**config.mk**
```make
export PLATFORM = sky130hd
export DESIGN_NAME = cvr_top
export DESIGN_NICKNAME = d
export VERILOG_FILES = /design/src/design/cvr_pkg.sv /design/src/design/cvr_top.sv /design/src/design/cvr_justify.sv
export SDC_FILE = /design/constraint.sdc
export NUM_CORES = 1
export LEC_CHECK = 0
export ABC_AREA = 1
export BUFFER_PORTS_ARGS = -buffer_cell sky130_fd_sc_hd__buf_2
export CORE_ASPECT_RATIO = 0.75
export CORE_MARGIN = 4
export CORE_UTILIZATION = 48
export CTS_BUF_LIST = sky130_fd_sc_hd__clkbuf_8
export DETAILED_ROUTE_END_ITERATION = 7
export GPL_TIMING_DRIVEN = 0
export MAX_ROUTING_LAYER = met4
export PLACE_DENSITY_LB_ADDON = 0.08
export SETUP_SLACK_MARGIN = 0.02
export SLEW_MARGIN = 30
export SYNTH_ARGS = -nofsm -noshare
export SYNTH_HDL_FRONTEND = slang
export SYNTH_HIERARCHICAL = 1
export SYNTH_SLANG_ARGS = --single-unit
export TNS_END_PERCENT = 30
```
**constraint.sdc**
```tcl
create_clock -name REF_CLK_IN -period 2.1 [get_ports REF_CLK_IN]
set_input_delay 0.42 -clock REF_CLK_IN [delete_from_list [all_inputs] [get_ports REF_CLK_IN]]
set_output_delay 0.42 -clock REF_CLK_IN [all_outputs]
set_load 0.03 [all_outputs]
```
**src/design/cvr_pkg.sv**
```systemverilog
// Shared constants for the sample-capacitor select and result placement block.
// Assumes a 32-bit AXI4-Lite register port with byte addresses.
package cvr_pkg;
    // Register byte offsets
    localparam logic [7:0] CVR_OFS_CAP     = 8'h00;
    localparam logic [7:0] CVR_OFS_CTRL    = 8'h04;
    localparam logic [7:0] CVR_OFS_STAT    = 8'h08;
    localparam logic [7:0] CVR_OFS_RES0_HI = 8'h0C;
    localparam logic [7:0] CVR_OFS_RES0_LO = 8'h10;
    localparam logic [7:0] CVR_OFS_RES1_HI = 8'h14;
    localparam logic [7:0] CVR_OFS_RES1_LO = 8'h18;
    localparam int         CVR_NUM_REGS    = 7;

    // Field layout
    localparam int         CVR_CAP_W       = 3;
    localparam int         CVR_CAP_UNITS   = 7;
    localparam int         CVR_CAP_STEP_PF = 4;
    localparam int         CVR_FMT_BIT     = 7;
    localparam int         CVR_PAIR_BIT    = 2;
    localparam int         CVR_RES_W       = 10;
    localparam int         CVR_BYTE_W      = 8;
    localparam int         CVR_RSV_W       = 6;

    // Reset values
    localparam logic [2:0] CVR_CAP_RST     = 3'h0;
    localparam logic       CVR_FMT_RST     = 1'b0;

    // Bus answers
    localparam logic [1:0] CVR_RESP_OKAY   = 2'h0;
    localparam logic [1:0] CVR_RESP_SLVERR = 2'h2;

    typedef logic [CVR_BYTE_W-1:0] cvr_byte_t;
endpackage : cvr_pkg

```
**src/design/cvr_top.sv**
```systemverilog
// Register file for the extra sample capacitor code and the two result byte pairs.
// Assumes a same-clock conversion sequencer that pulses CONV_DONE_IN with the result.
`timescale 1ns/1ps
module cvr_top
    import cvr_pkg::*;
#(
    parameter int ADDR_W = 8
)(
    // Clock and reset
    input  wire logic              REF_CLK_IN,
    input  wire logic              RST_IN,
    // AXI4-Lite write address
    input  wire logic              AWVALID_IN,
    input  wire logic [ADDR_W-1:0] AWADDR_IN,
    output logic                   AWREADY_OUT,
    // AXI4-Lite write data
    input  wire logic              WVALID_IN,
    input  wire logic [31:0]       WDATA_IN,
    input  wire logic [3:0]        WSTRB_IN,
    output logic                   WREADY_OUT,
    // AXI4-Lite write response
    output logic                   BVALID_OUT,
    output logic [1:0]             BRESP_OUT,
    input  wire logic              BREADY_IN,
    // AXI4-Lite read address
    input  wire logic              ARVALID_IN,
    input  wire logic [ADDR_W-1:0] ARADDR_IN,
    output logic                   ARREADY_OUT,
    // AXI4-Lite read data
    output logic                   RVALID_OUT,
    output logic [31:0]            RDATA_OUT,
    output logic [1:0]             RRESP_OUT,
    input  wire logic              RREADY_IN,
    // Conversion sequencer
    input  wire logic              CONV_DONE_IN,
    input  wire logic [9:0]        CONV_RESULT_IN,
    input  wire logic              SEQ_ACTIVE_IN,
    input  wire logic              SEQ_SECOND_IN,
    // Analog front end
    output logic [2:0]             EXTRA_CAP_CODE_OUT,
    output logic [6:0]             CAP_UNITS_OUT,
    output logic                   RESULT_FORMAT_OUT
);
    // Offsets reach 0x18, so five address bits are the least that works
    if (ADDR_W < 5 || ADDR_W > 32) begin : g_bad_addr_w
        $error("cvr_top: ADDR_W must lie between 5 and 32");
    end

    // Address decode: one-hot register select, zero when unmapped
    function automatic logic [CVR_NUM_REGS-1:0] reg_sel(input logic [ADDR_W-1:0] addr);
        logic [CVR_NUM_REGS-1:0] sel;
        logic [7:0]              low;
        sel = '0;
        low = 8'(addr);
        if (ADDR_W == 8 || (addr >> 8) == '0) begin
            case (low)
                CVR_OFS_CAP:     sel[0] = 1'b1;
                CVR_OFS_CTRL:    sel[1] = 1'b1;
                CVR_OFS_STAT:    sel[2] = 1'b1;
                CVR_OFS_RES0_HI: sel[3] = 1'b1;
                CVR_OFS_RES0_LO: sel[4] = 1'b1;
                CVR_OFS_RES1_HI: sel[5] = 1'b1;
                CVR_OFS_RES1_LO: sel[6] = 1'b1;
                default:         sel = '0;
            endcase
        end
        return sel;
    endfunction : reg_sel

    // Bus state
    logic              awready_q, wready_q, bvalid_q, arready_q, rvalid_q;
    logic              aw_got_q, w_got_q;
    logic [ADDR_W-1:0] awaddr_q;
    logic [31:0]       wdata_q;
    logic              wstrb0_q;
    logic [1:0]        bresp_q, rresp_q;
    logic [31:0]       rdata_q;

    // Block state
    logic [CVR_CAP_W-1:0]     cap_q;
    logic [CVR_CAP_UNITS-1:0] units_q;
    logic                     fmt_q;
    logic                     pair_q;
    cvr_byte_t                res_hi_q [2];
    cvr_byte_t                res_lo_q [2];

    // Write channel decode
    wire                      aw_hs    = AWVALID_IN & awready_q;
    wire                      w_hs     = WVALID_IN & wready_q;
    wire                      have_aw  = aw_got_q | aw_hs;
    wire                      have_w   = w_got_q | w_hs;
    wire                      do_write = have_aw & have_w;
    wire [ADDR_W-1:0]         wr_addr  = aw_hs ? AWADDR_IN : awaddr_q;
    wire [31:0]               wr_data  = w_hs ? WDATA_IN : wdata_q;
    wire                      wr_lane0 = w_hs ? WSTRB_IN[0] : wstrb0_q;
    wire [CVR_NUM_REGS-1:0]   wr_sel   = reg_sel(wr_addr);
    wire [CVR_NUM_REGS-1:0]   wr_en    = (do_write & wr_lane0) ? wr_sel : '0;
    wire cvr_byte_t           wr_byte  = wr_data[CVR_BYTE_W-1:0];
    wire                      aw_got_d = have_aw & ~do_write;
    wire                      w_got_d  = have_w & ~do_write;
    wire                      bvalid_d = do_write | (bvalid_q & ~BREADY_IN);

    // Read channel decode
    wire                      ar_hs    = ARVALID_IN & arready_q;
    wire [CVR_NUM_REGS-1:0]   rd_sel   = reg_sel(ARADDR_IN);
    wire                      rvalid_d = ar_hs | (rvalid_q & ~RREADY_IN);
    wire [31:0]               stat_word = 32'(pair_q) << CVR_PAIR_BIT;
    wire [31:0]               ctrl_word = 32'(fmt_q) << CVR_FMT_BIT;
    wire [31:0]               rd_word =
        ({32{rd_sel[0]}} & 32'(cap_q))       |
        ({32{rd_sel[1]}} & ctrl_word)        |
        ({32{rd_sel[2]}} & stat_word)        |
        ({32{rd_sel[3]}} & 32'(res_hi_q[0])) |
        ({32{rd_sel[4]}} & 32'(res_lo_q[0])) |
        ({32{rd_sel[5]}} & 32'(res_hi_q[1])) |
        ({32{rd_sel[6]}} & 32'(res_lo_q[1]));

    always_ff @(posedge REF_CLK_IN) begin
        if (RST_IN) begin
            awready_q <= 1'b0;
            wready_q  <= 1'b0;
            bvalid_q  <= 1'b0;
            arready_q <= 1'b0;
            rvalid_q  <= 1'b0;
            aw_got_q  <= 1'b0;
            w_got_q   <= 1'b0;
        end else begin
            awready_q <= ~aw_got_d & ~bvalid_d;
            wready_q  <= ~w_got_d & ~bvalid_d;
            bvalid_q  <= bvalid_d;
            arready_q <= ~rvalid_d;
            rvalid_q  <= rvalid_d;
            aw_got_q  <= aw_got_d;
            w_got_q   <= w_got_d;
        end
    end

    always_ff @(posedge REF_CLK_IN) begin
        if (aw_hs) begin
            awaddr_q <= AWADDR_IN;
        end
        if (w_hs) begin
            wdata_q  <= WDATA_IN;
            wstrb0_q <= WSTRB_IN[0];
        end
        if (do_write) begin
            bresp_q <= (|wr_sel) ? CVR_RESP_OKAY : CVR_RESP_SLVERR;
        end
        if (ar_hs) begin
            rdata_q <= rd_word;
            rresp_q <= (|rd_sel) ? CVR_RESP_OKAY : CVR_RESP_SLVERR;
        end
    end

    // Capacitor code and unit enables
    wire [CVR_CAP_W-1:0]     cap_d = wr_en[0] ? wr_byte[CVR_CAP_W-1:0] : cap_q;
    wire [CVR_CAP_UNITS-1:0] units_d;
    genvar gi;
    generate
        for (gi = 0; gi < CVR_CAP_UNITS; gi++) begin : g_unit
            // one 4 pF unit per code step
            assign units_d[gi] = (cap_d > CVR_CAP_W'(gi));
        end
    endgenerate

    always_ff @(posedge REF_CLK_IN) begin
        // capacitor code cleared by every reset
        if (RST_IN) begin
            cap_q   <= CVR_CAP_RST;
            units_q <= '0;
            fmt_q   <= CVR_FMT_RST;
            pair_q  <= 1'b0;
        end else begin
            cap_q   <= cap_d;
            // code zero leaves every unit off
            units_q <= units_d;
            fmt_q   <= wr_en[1] ? wr_byte[CVR_FMT_BIT] : fmt_q;
            pair_q  <= SEQ_ACTIVE_IN & SEQ_SECOND_IN;
        end
    end

    // Result placement
    cvr_byte_t jus_hi;
    cvr_byte_t jus_lo;
    cvr_justify cvr_justify_inst (
        .result_in (CONV_RESULT_IN),
        .right_in  (fmt_q),
        .high_out  (jus_hi),
        .low_out   (jus_lo)
    );

    // result bytes have no reset term
    always_ff @(posedge REF_CLK_IN) begin
        for (int p = 0; p < 2; p++) begin
            // finished conversion overrides a same-cycle write
            if (CONV_DONE_IN && SEQ_SECOND_IN == p[0]) begin
                res_hi_q[p] <= jus_hi;
                res_lo_q[p] <= jus_lo;
            end else begin
                if (wr_en[3 + 2 * p]) begin
                    res_hi_q[p] <= wr_byte;
                end
                if (wr_en[4 + 2 * p]) begin
                    res_lo_q[p] <= wr_byte;
                end
            end
        end
    end

    assign AWREADY_OUT        = awready_q;
    assign WREADY_OUT         = wready_q;
    assign BVALID_OUT         = bvalid_q;
    assign BRESP_OUT          = bresp_q;
    assign ARREADY_OUT        = arready_q;
    assign RVALID_OUT         = rvalid_q;
    assign RDATA_OUT          = rdata_q;
    assign RRESP_OUT          = rresp_q;
    assign EXTRA_CAP_CODE_OUT = cap_q;
    assign CAP_UNITS_OUT      = units_q;
    assign RESULT_FORMAT_OUT  = fmt_q;
endmodule : cvr_top

```
**src/design/cvr_justify.sv**
```systemverilog
// Places a ten-bit conversion result into a high/low byte pair.
// Purely combinational; the caller registers the outputs.
`timescale 1ns/1ps
module cvr_justify
    import cvr_pkg::*;
(
    // Result in
    input  wire logic [CVR_RES_W-1:0] result_in,
    input  wire logic                 right_in,
    // Byte pair out
    output cvr_byte_t                 high_out,
    output cvr_byte_t                 low_out
);
    wire cvr_byte_t high_left;
    wire cvr_byte_t low_left;
    wire cvr_byte_t high_right;
    wire cvr_byte_t low_right;

    assign high_left  = result_in[CVR_RES_W-1:CVR_RES_W-CVR_BYTE_W];
    // bits 1..0 on top of low byte
    assign low_left   = {result_in[CVR_RES_W-CVR_BYTE_W-1:0], {CVR_RSV_W{1'b0}}};
    // bits 9..8 at bottom of high byte
    assign high_right = {{CVR_RSV_W{1'b0}}, result_in[CVR_RES_W-1:CVR_BYTE_W]};
    assign low_right  = result_in[CVR_BYTE_W-1:0];

    assign high_out = right_in ? high_right : high_left;
    assign low_out  = right_in ? low_right  : low_left;
endmodule : cvr_justify

```
==> results.json, run 1 <==
{
  "end_kind": "flip-flop",
  "fmax_ghz": 0.495,
  "cts_resized": 0,
  "required_ns": 2.09,
  "cts-root-buf": "clkbuf_8",
  "synth_top_family_by_area": "simple AND/OR/NAND/NOR gates",
  "place.gp.congestion": 0.847,
  "nNetsFinal": 635,
  "worstPathMaxFanout": 10,
  "ys_top_cells_by_area": "edfxtp_1, dfxtp_1, nand2_1, inv_1, buf_4",
  "core_area_um2": 7950,
  "grt_pass1_vias": 2925,
  "synth_top_area_cell": "edfxtp_1",
  "synth-xor-area-share_pct": 0,
  "setup_slack_ns": 0.0814,
  "drtAntennaViolNets": 0,
  "syn-cell-area_um2": 3940,
  "wl_per_cell_um": 12.3,
  "critPathMostFrequentCell": "nand2_2",
  "grt_pass1_wl_um": 13900,
  "path_cells": "nand2_2 -> buf_8 -> o21ai_4 -> nand2_4 -> nor2_2 -> nand2_2 -> inv_2 -> nand2_1 -> o21ai_2",
  "diodes": 0,
  "setup_viol": 0,
  "fin_skew_ns": 0.00855,
  "drt_wl_total_um": 8250,
  "grt_overflow": 0,
  "muxShareOfSynthArea_pct": 0,
  "synth_cell_types": 34,
  "start_util_pct": 49.6,
  "dp_slack_ns": -0.117,
  "synth.top_cell.area_share_pct": 32.0,
  "antenna_found_initial": 0,
  "tightest_slew_ns": 0.899,
  "synthAdderAreaFrac_pct": 0,
  "fin_tns_setup_ns": 0,
  "grt_max_degree": 14,
  "yosys_warnings": 6,
  "syn_to_final_growth_pct": 20.0,
  "drive_gt1_share_pct": 31.5,
  "start_kind": "flip-flop",
  "ys_seq_area_share_pct": 49.7,
  "clk_latency_ns": 0.35,
  "drt_iter0_drc": 121,
  "cts.sinks": 77,
  "grt_usage_pct": 18.7,
  "synth-simple-area-share_pct": 26.7,
  "syn_inst": 458,
  "rsz0062_at_grt": "yes",
  "cts_buffer_depth": 2,
  "htreeDepth": 3,
  "cp.arrival_ns": 2.01,
  "slowest_delay_ns": 0.38,
  "peakVddDrop_mv": 0.430,
  "post-route-util_pct": 59.5,
  "pin_count": 124,
  "p_total_mw": 3.40,
  "hpwlAfterDp_um": 6770,
  "cts_tree": "built",
  "ys_ff_latch": 77,
  "vias": 3058,
  "hold_viol": 0,
  "critPathKind": "reg -> reg",
  "firstDrtPassIters": 5,
  "path_buf_inv": 2,
  "slew_viol_final": 0,
  "viasPerCell": 4.54,
  "power-per-cell-area_nw_per_um2": 719,
  "die_y_um": 86.5,
  "clk_pin_slew_ns": 0.07,
  "cts_setup_buffers": 0,
  "synth-compound-area-share_pct": 9.45,
  "row_count": 28,
  "min_path_type": "in -> reg",
  "critPathTopFamily": "compound AO/OA/AOI/OAI gates",
  "max_cap_viol_count": 0,
  "dieArea_um2": 9750,
  "drcViolationCount": 0,
  "leakagePower_nw": 2.34,
  "slew_headroom_pct": 39.4,
  "port_buffers": 69,
  "outcome": "finished clean",
  "cts_hold_buf": 0,
  "syn_avg_cell_area_um2": 8.61,
  "critical_path.slowest_cell": "dfxtp_2",
  "finalWorstPathRequiredPeriod_ns": 2.02,
  "cts_buffers": 9,
  "fin_crit_sh_pct": 96.1,
  "die_w_um": 113
}
-- worst paths after layout --
path | from | endpoint | slack (ns) | depth (start not counted)
worst max-delay path | AWREADY_OUT$_SDFF_PP0_ | res_hi_q[1][3]$_DFFE_PP_ | 0.08 | 9
worst min-delay path | WDATA_IN[1] | wdata_q[1]$_DFF_P_ | 0.29 | 3
worst max register to register | AWREADY_OUT$_SDFF_PP0_ | res_hi_q[1][3]$_DFFE_PP_ | 0.08 | 9
worst min register to register | wdata_q[1]$_DFF_P_ | wdata_q[1]$_DFF_P_ | 0.46 | 2
-- cells by family after synthesis --
group,count (synthesis)
AND/OR/NAND/NOR,222
other,1
AO/OA/AOI/OAI,52
flip-flops,77
buffers and inverters,106
-- layout by cell type (no fill, tap or decap), types with 2 or more instances in the layout --
cell type   Yosys  layout
dfxtp_1        35      34
nor2_2          2       2
inv_2           7       7
clkinvlp_4      0       2
nand3_4         2       3
nor3_1          7       7
buf_2           1      69
inv_1          61      62
nor2_1         21      21
clkbuf_8        0       9
nand3_1        21      21
nand2_2         5       6
buf_8           1       2
a21oi_1         8       8
buf_4          28      28
nand3_2         4       3
o21ai_1        13      12
o21ai_2        24      26
buf_6           5       4
o21ai_0         5       4
nor4_1          2       2
and2_1          4       4
edfxtp_1       42      42
clkinv_1        2       2
conb_1          1      26
nand2_1       138     137
nand4_1         6       6
nor2_4          3       3
nand2_4         2       2
or2_2           2       2
-- Yosys cell counts, drive strengths merged --
cell	n
a21oi	9
and2	4
buf	35
clkbuf	1
clkinv	2
conb	1
dfxtp	35
edfxtp	42
inv	68
nand2	146
nand3	27
nand4	6
nor2	27
nor3	7
nor4	3
o21ai	43
or2	2
-- registers in the layout (all words and copies together) (netlist names), 3 cells and up --
register,count
EXTRA_CAP_CODE_OUT,3
wdata_q,8
res_lo_q,16
CAP_UNITS_OUT,6
RDATA_OUT,8
res_hi_q,16
awaddr_q,8
-- routing by layer --
metal  share of wire [%]  GRT usage, %  vias to the layer above
li1                    -             -                     1627
met1                  50          25.9                     1313
met2                  41          27.0                      108
met3                 7.9          4.82                       10
met4                 1.0          5.90                        0
met5                   0             -                        -
-- tightest hold or removal path, cell delays in order --
cell and delay (ns):
buf_2 0.07, nand2_1 0.04, nand2_1 0.06
-- final cells by class --
cell class | instances | area (µm²)
timing repair buffer | 69 | 345
buffer | 36 | 297
tap | 105 | 131
clock buffer | 9 | 124
inverter | 70 | 263
fill | 751 | 3220
multi-input combinational | 300 | 1540
clock inverter | 7 | 67.6
sequential | 77 | 1960
-- report_power, final --
part | switching [mW] | internal (mW)
registers | 0.0394 | 1.70
logic | 0.401 | 0.181
clock network | 0.535 | 0.541
total | 0.975 | 2.42
-- through the flow --
step                cell area (µm²)  cells  hold WS, ns
finish                         4730    673        0.286
global placement               4520    657        0.435
detailed placement             4520    657        0.443
CTS                            4710    673        0.270
floorplan                      4040    483        0.422
global route                   4730    673        0.285
Power figures use the tool's default switching activity.
==> inputs of run 2 (changes only) <==
--- a/config.mk
+++ b/config.mk
@@ -17,2 +17,3 @@
 export PLACE_DENSITY_LB_ADDON = 0.08
+export REMOVE_ABC_BUFFERS = 1
 export SETUP_SLACK_MARGIN = 0.02
==> constraint.sdc (replaced) <==
create_clock -name REF_CLK_IN -period 2.1 [get_ports REF_CLK_IN]
set_input_delay 0.315 -clock REF_CLK_IN [delete_from_list [all_inputs] [get_ports REF_CLK_IN]]
set_output_delay 0.315 -clock REF_CLK_IN [all_outputs]
set_load 0.03 [all_outputs]
==> run 2 against run 1 <==
Compared with the run above:
- clock skew grew 0.0025 ns
- critical endpoint is now res_hi_q[1][1]$_DFFE_PP_
- non-clock buffer count shrank 32
- largest cell class unchanged
- maximum frequency grew 2.7%
- critical path type unchanged
==> results.json, run 2 (same netlist as run 1, synthesis figures left out) <==
{
  "drt_wl_total_um": 8120,
  "vias": 2951,
  "grt_max_degree": 21,
  "end_kind": "flip-flop",
  "cts.sinks": 77,
  "clk_pin_slew_ns": 0.07,
  "max_cap_viol_count": 0,
  "antenna_found_initial": 0,
  "cts_buffers": 9,
  "post-route-util_pct": 57.3,
  "layout_commonest_cell": "nand2_1",
  "cts_buffer_depth": 2,
  "leakagePower_nw": 2.19,
  "start_kind": "flip-flop",
  "drive_gt1_share_pct": 28.1,
  "rsz0062_at_grt": "yes",
  "fill_cells": 722,
  "fmax_ghz": 0.509,
  "fin_tns_setup_ns": 0,
  "p_total_mw": 3.51,
  "worstPathMaxFanout": 13,
  "switching_share_pct": 27.4,
  "tightest_slew_ns": 0.875,
  "die_w_um": 113,
  "grt_usage_pct": 17.7,
  "start_util_pct": 49.6,
  "fin_skew_ns": 0.0111,
  "slew_headroom_pct": 41.1,
  "drtAntennaViolNets": 0,
  "htreeDepth": 3,
  "final_area_um2": 4560,
  "slew_viol_final": 0,
  "port_buffers": 70,
  "combPwrFrac_pct": 15.7,
  "ff_latch_area_um2": 1960,
  "finalWorstPathRequiredPeriod_ns": 1.97,
  "grt_pass1_wl_um": 13100,
  "dieArea_um2": 9750,
  "viasPerCell": 4.60,
  "dp_slack_ns": -0.469,
  "pin_count": 124,
  "grt_overflow": 0,
  "cts_tree": "built",
  "place.gp.congestion": 0.831,
  "top_regs": "res_hi_q x16, res_lo_q x16",
  "grt_pass1_vias": 2701,
  "min_path_type": "in -> reg",
  "row_count": 28,
  "power-per-cell-area_nw_per_um2": 769,
  "die_y_um": 86.5,
  "critPathKind": "reg -> reg",
  "setup_slack_ns": 0.134,
  "firstDrtPassIters": 4,
  "hold_slack_ns": 0.185,
  "outcome": "finished clean",
  "nNetsFinal": 604,
  "fin_crit_sh_pct": 93.6,
  "core_area_um2": 7950,
  "seqPwrFrac_pct": 49.7,
  "hold_viol": 0,
  "layout.cells.non_filler": 642,
  "clk_latency_ns": 0.35,
  "p_int_mw": 2.54,
  "drt_iter0_drc": 105,
  "multi_input_area_um2": 1600,
  "diodes": 0,
  "wl_per_cell_um": 12.6,
  "cp.arrival_ns": 2.03,
  "syn_to_final_growth_pct": 15.5,
  "drcViolationCount": 0,
  "clkPwrFrac_pct": 34.6,
  "required_ns": 2.16,
  "cts_hold_buf": 0,
  "final_cell_mix": "nand2_1, buf_2, inv_1, edfxtp_1, dfxtp_1",
  "numPlacedInstances": 622,
  "setup_viol": 0,
  "cts-root-buf": "clkbuf_8",
  "hpwlAfterDp_um": 6190,
  "peakVddDrop_mv": 0.494,
  "placed_area_um2": 4230,
  "switchingPower_uw": 961
}
## run 2: changes by cell type in the layout (fill, tap and decap cells not counted), moves of 2 or more
cell,delta
buf_4,-26
buf_6,-4
nand3_4,+2
nand2_1,-2
buf_8,-2
## run 2: routing by layer
metal,share of wire [%],GRT usage [%]
met3,7.0,4.61
met5,0,-
met4,0.94,4.69
met2,41,24.9
met1,51,25.4
## run 2: path summary, 6_finish.rpt
| check | from | end | slack (ns) | cells past startpoint |
|---|---|---|---|---|
| max reg2reg | AWREADY_OUT$_SDFF_PP0_ | res_hi_q[1][1]$_DFFE_PP_ | 0.13 | 9 |
| max | AWREADY_OUT$_SDFF_PP0_ | res_hi_q[1][1]$_DFFE_PP_ | 0.13 | 9 |
| min reg2reg | wdata_q[1]$_DFF_P_ | wdata_q[1]$_DFF_P_ | 0.46 | 2 |
| min | WDATA_IN[1] | wdata_q[1]$_DFF_P_ | 0.18 | 3 |
## run 2: power groups by stage
stage	Combinational [mW]	Clock (mW)	Sequential, mW
3_3_place_gp	0.525	0	1.77
4_1_cts	0.544	1.23	1.74
2_1_floorplan	0.370	0	1.79
5_1_grt	0.620	1.30	1.75
6_report	0.552	1.21	1.74
3_5_place_dp	0.534	0	1.77
## run 2: critical path, cell delays in order (launching register included)
cell     delay (ns)
dfxtp_2        0.42
nand2_8        0.13
o21ai_2        0.21
nand2_4        0.10
nor2_2         0.10
nand2_2        0.08
inv_2          0.17
nand2_1        0.14
o21ai_4        0.19
buf_12         0.14
## run 2: area by class of cell
class / count / share of cell area, %
Multi-Input combinational cell: 301 / 35.0
Tap cell: 105 / 2.88
Inverter: 70 / 5.77
Sequential cell: 77 / 43.1
Clock inverter: 6 / 1.76
Timing Repair Buffer: 73 / 8.46
Clock buffer: 10 / 3.02
## run 2: what timing repair did
| item | CTS | global route |
|---|---|---|
| gates cloned | 0 | 1 |
| endpoints found under the hold margin | 0 | 0 |
| setup endpoints to repair | 64 | 29 |
| pin swaps | 0 | 2 |
| resized for setup | 9 | 4 |
| setup buffers | 0 | 3 |
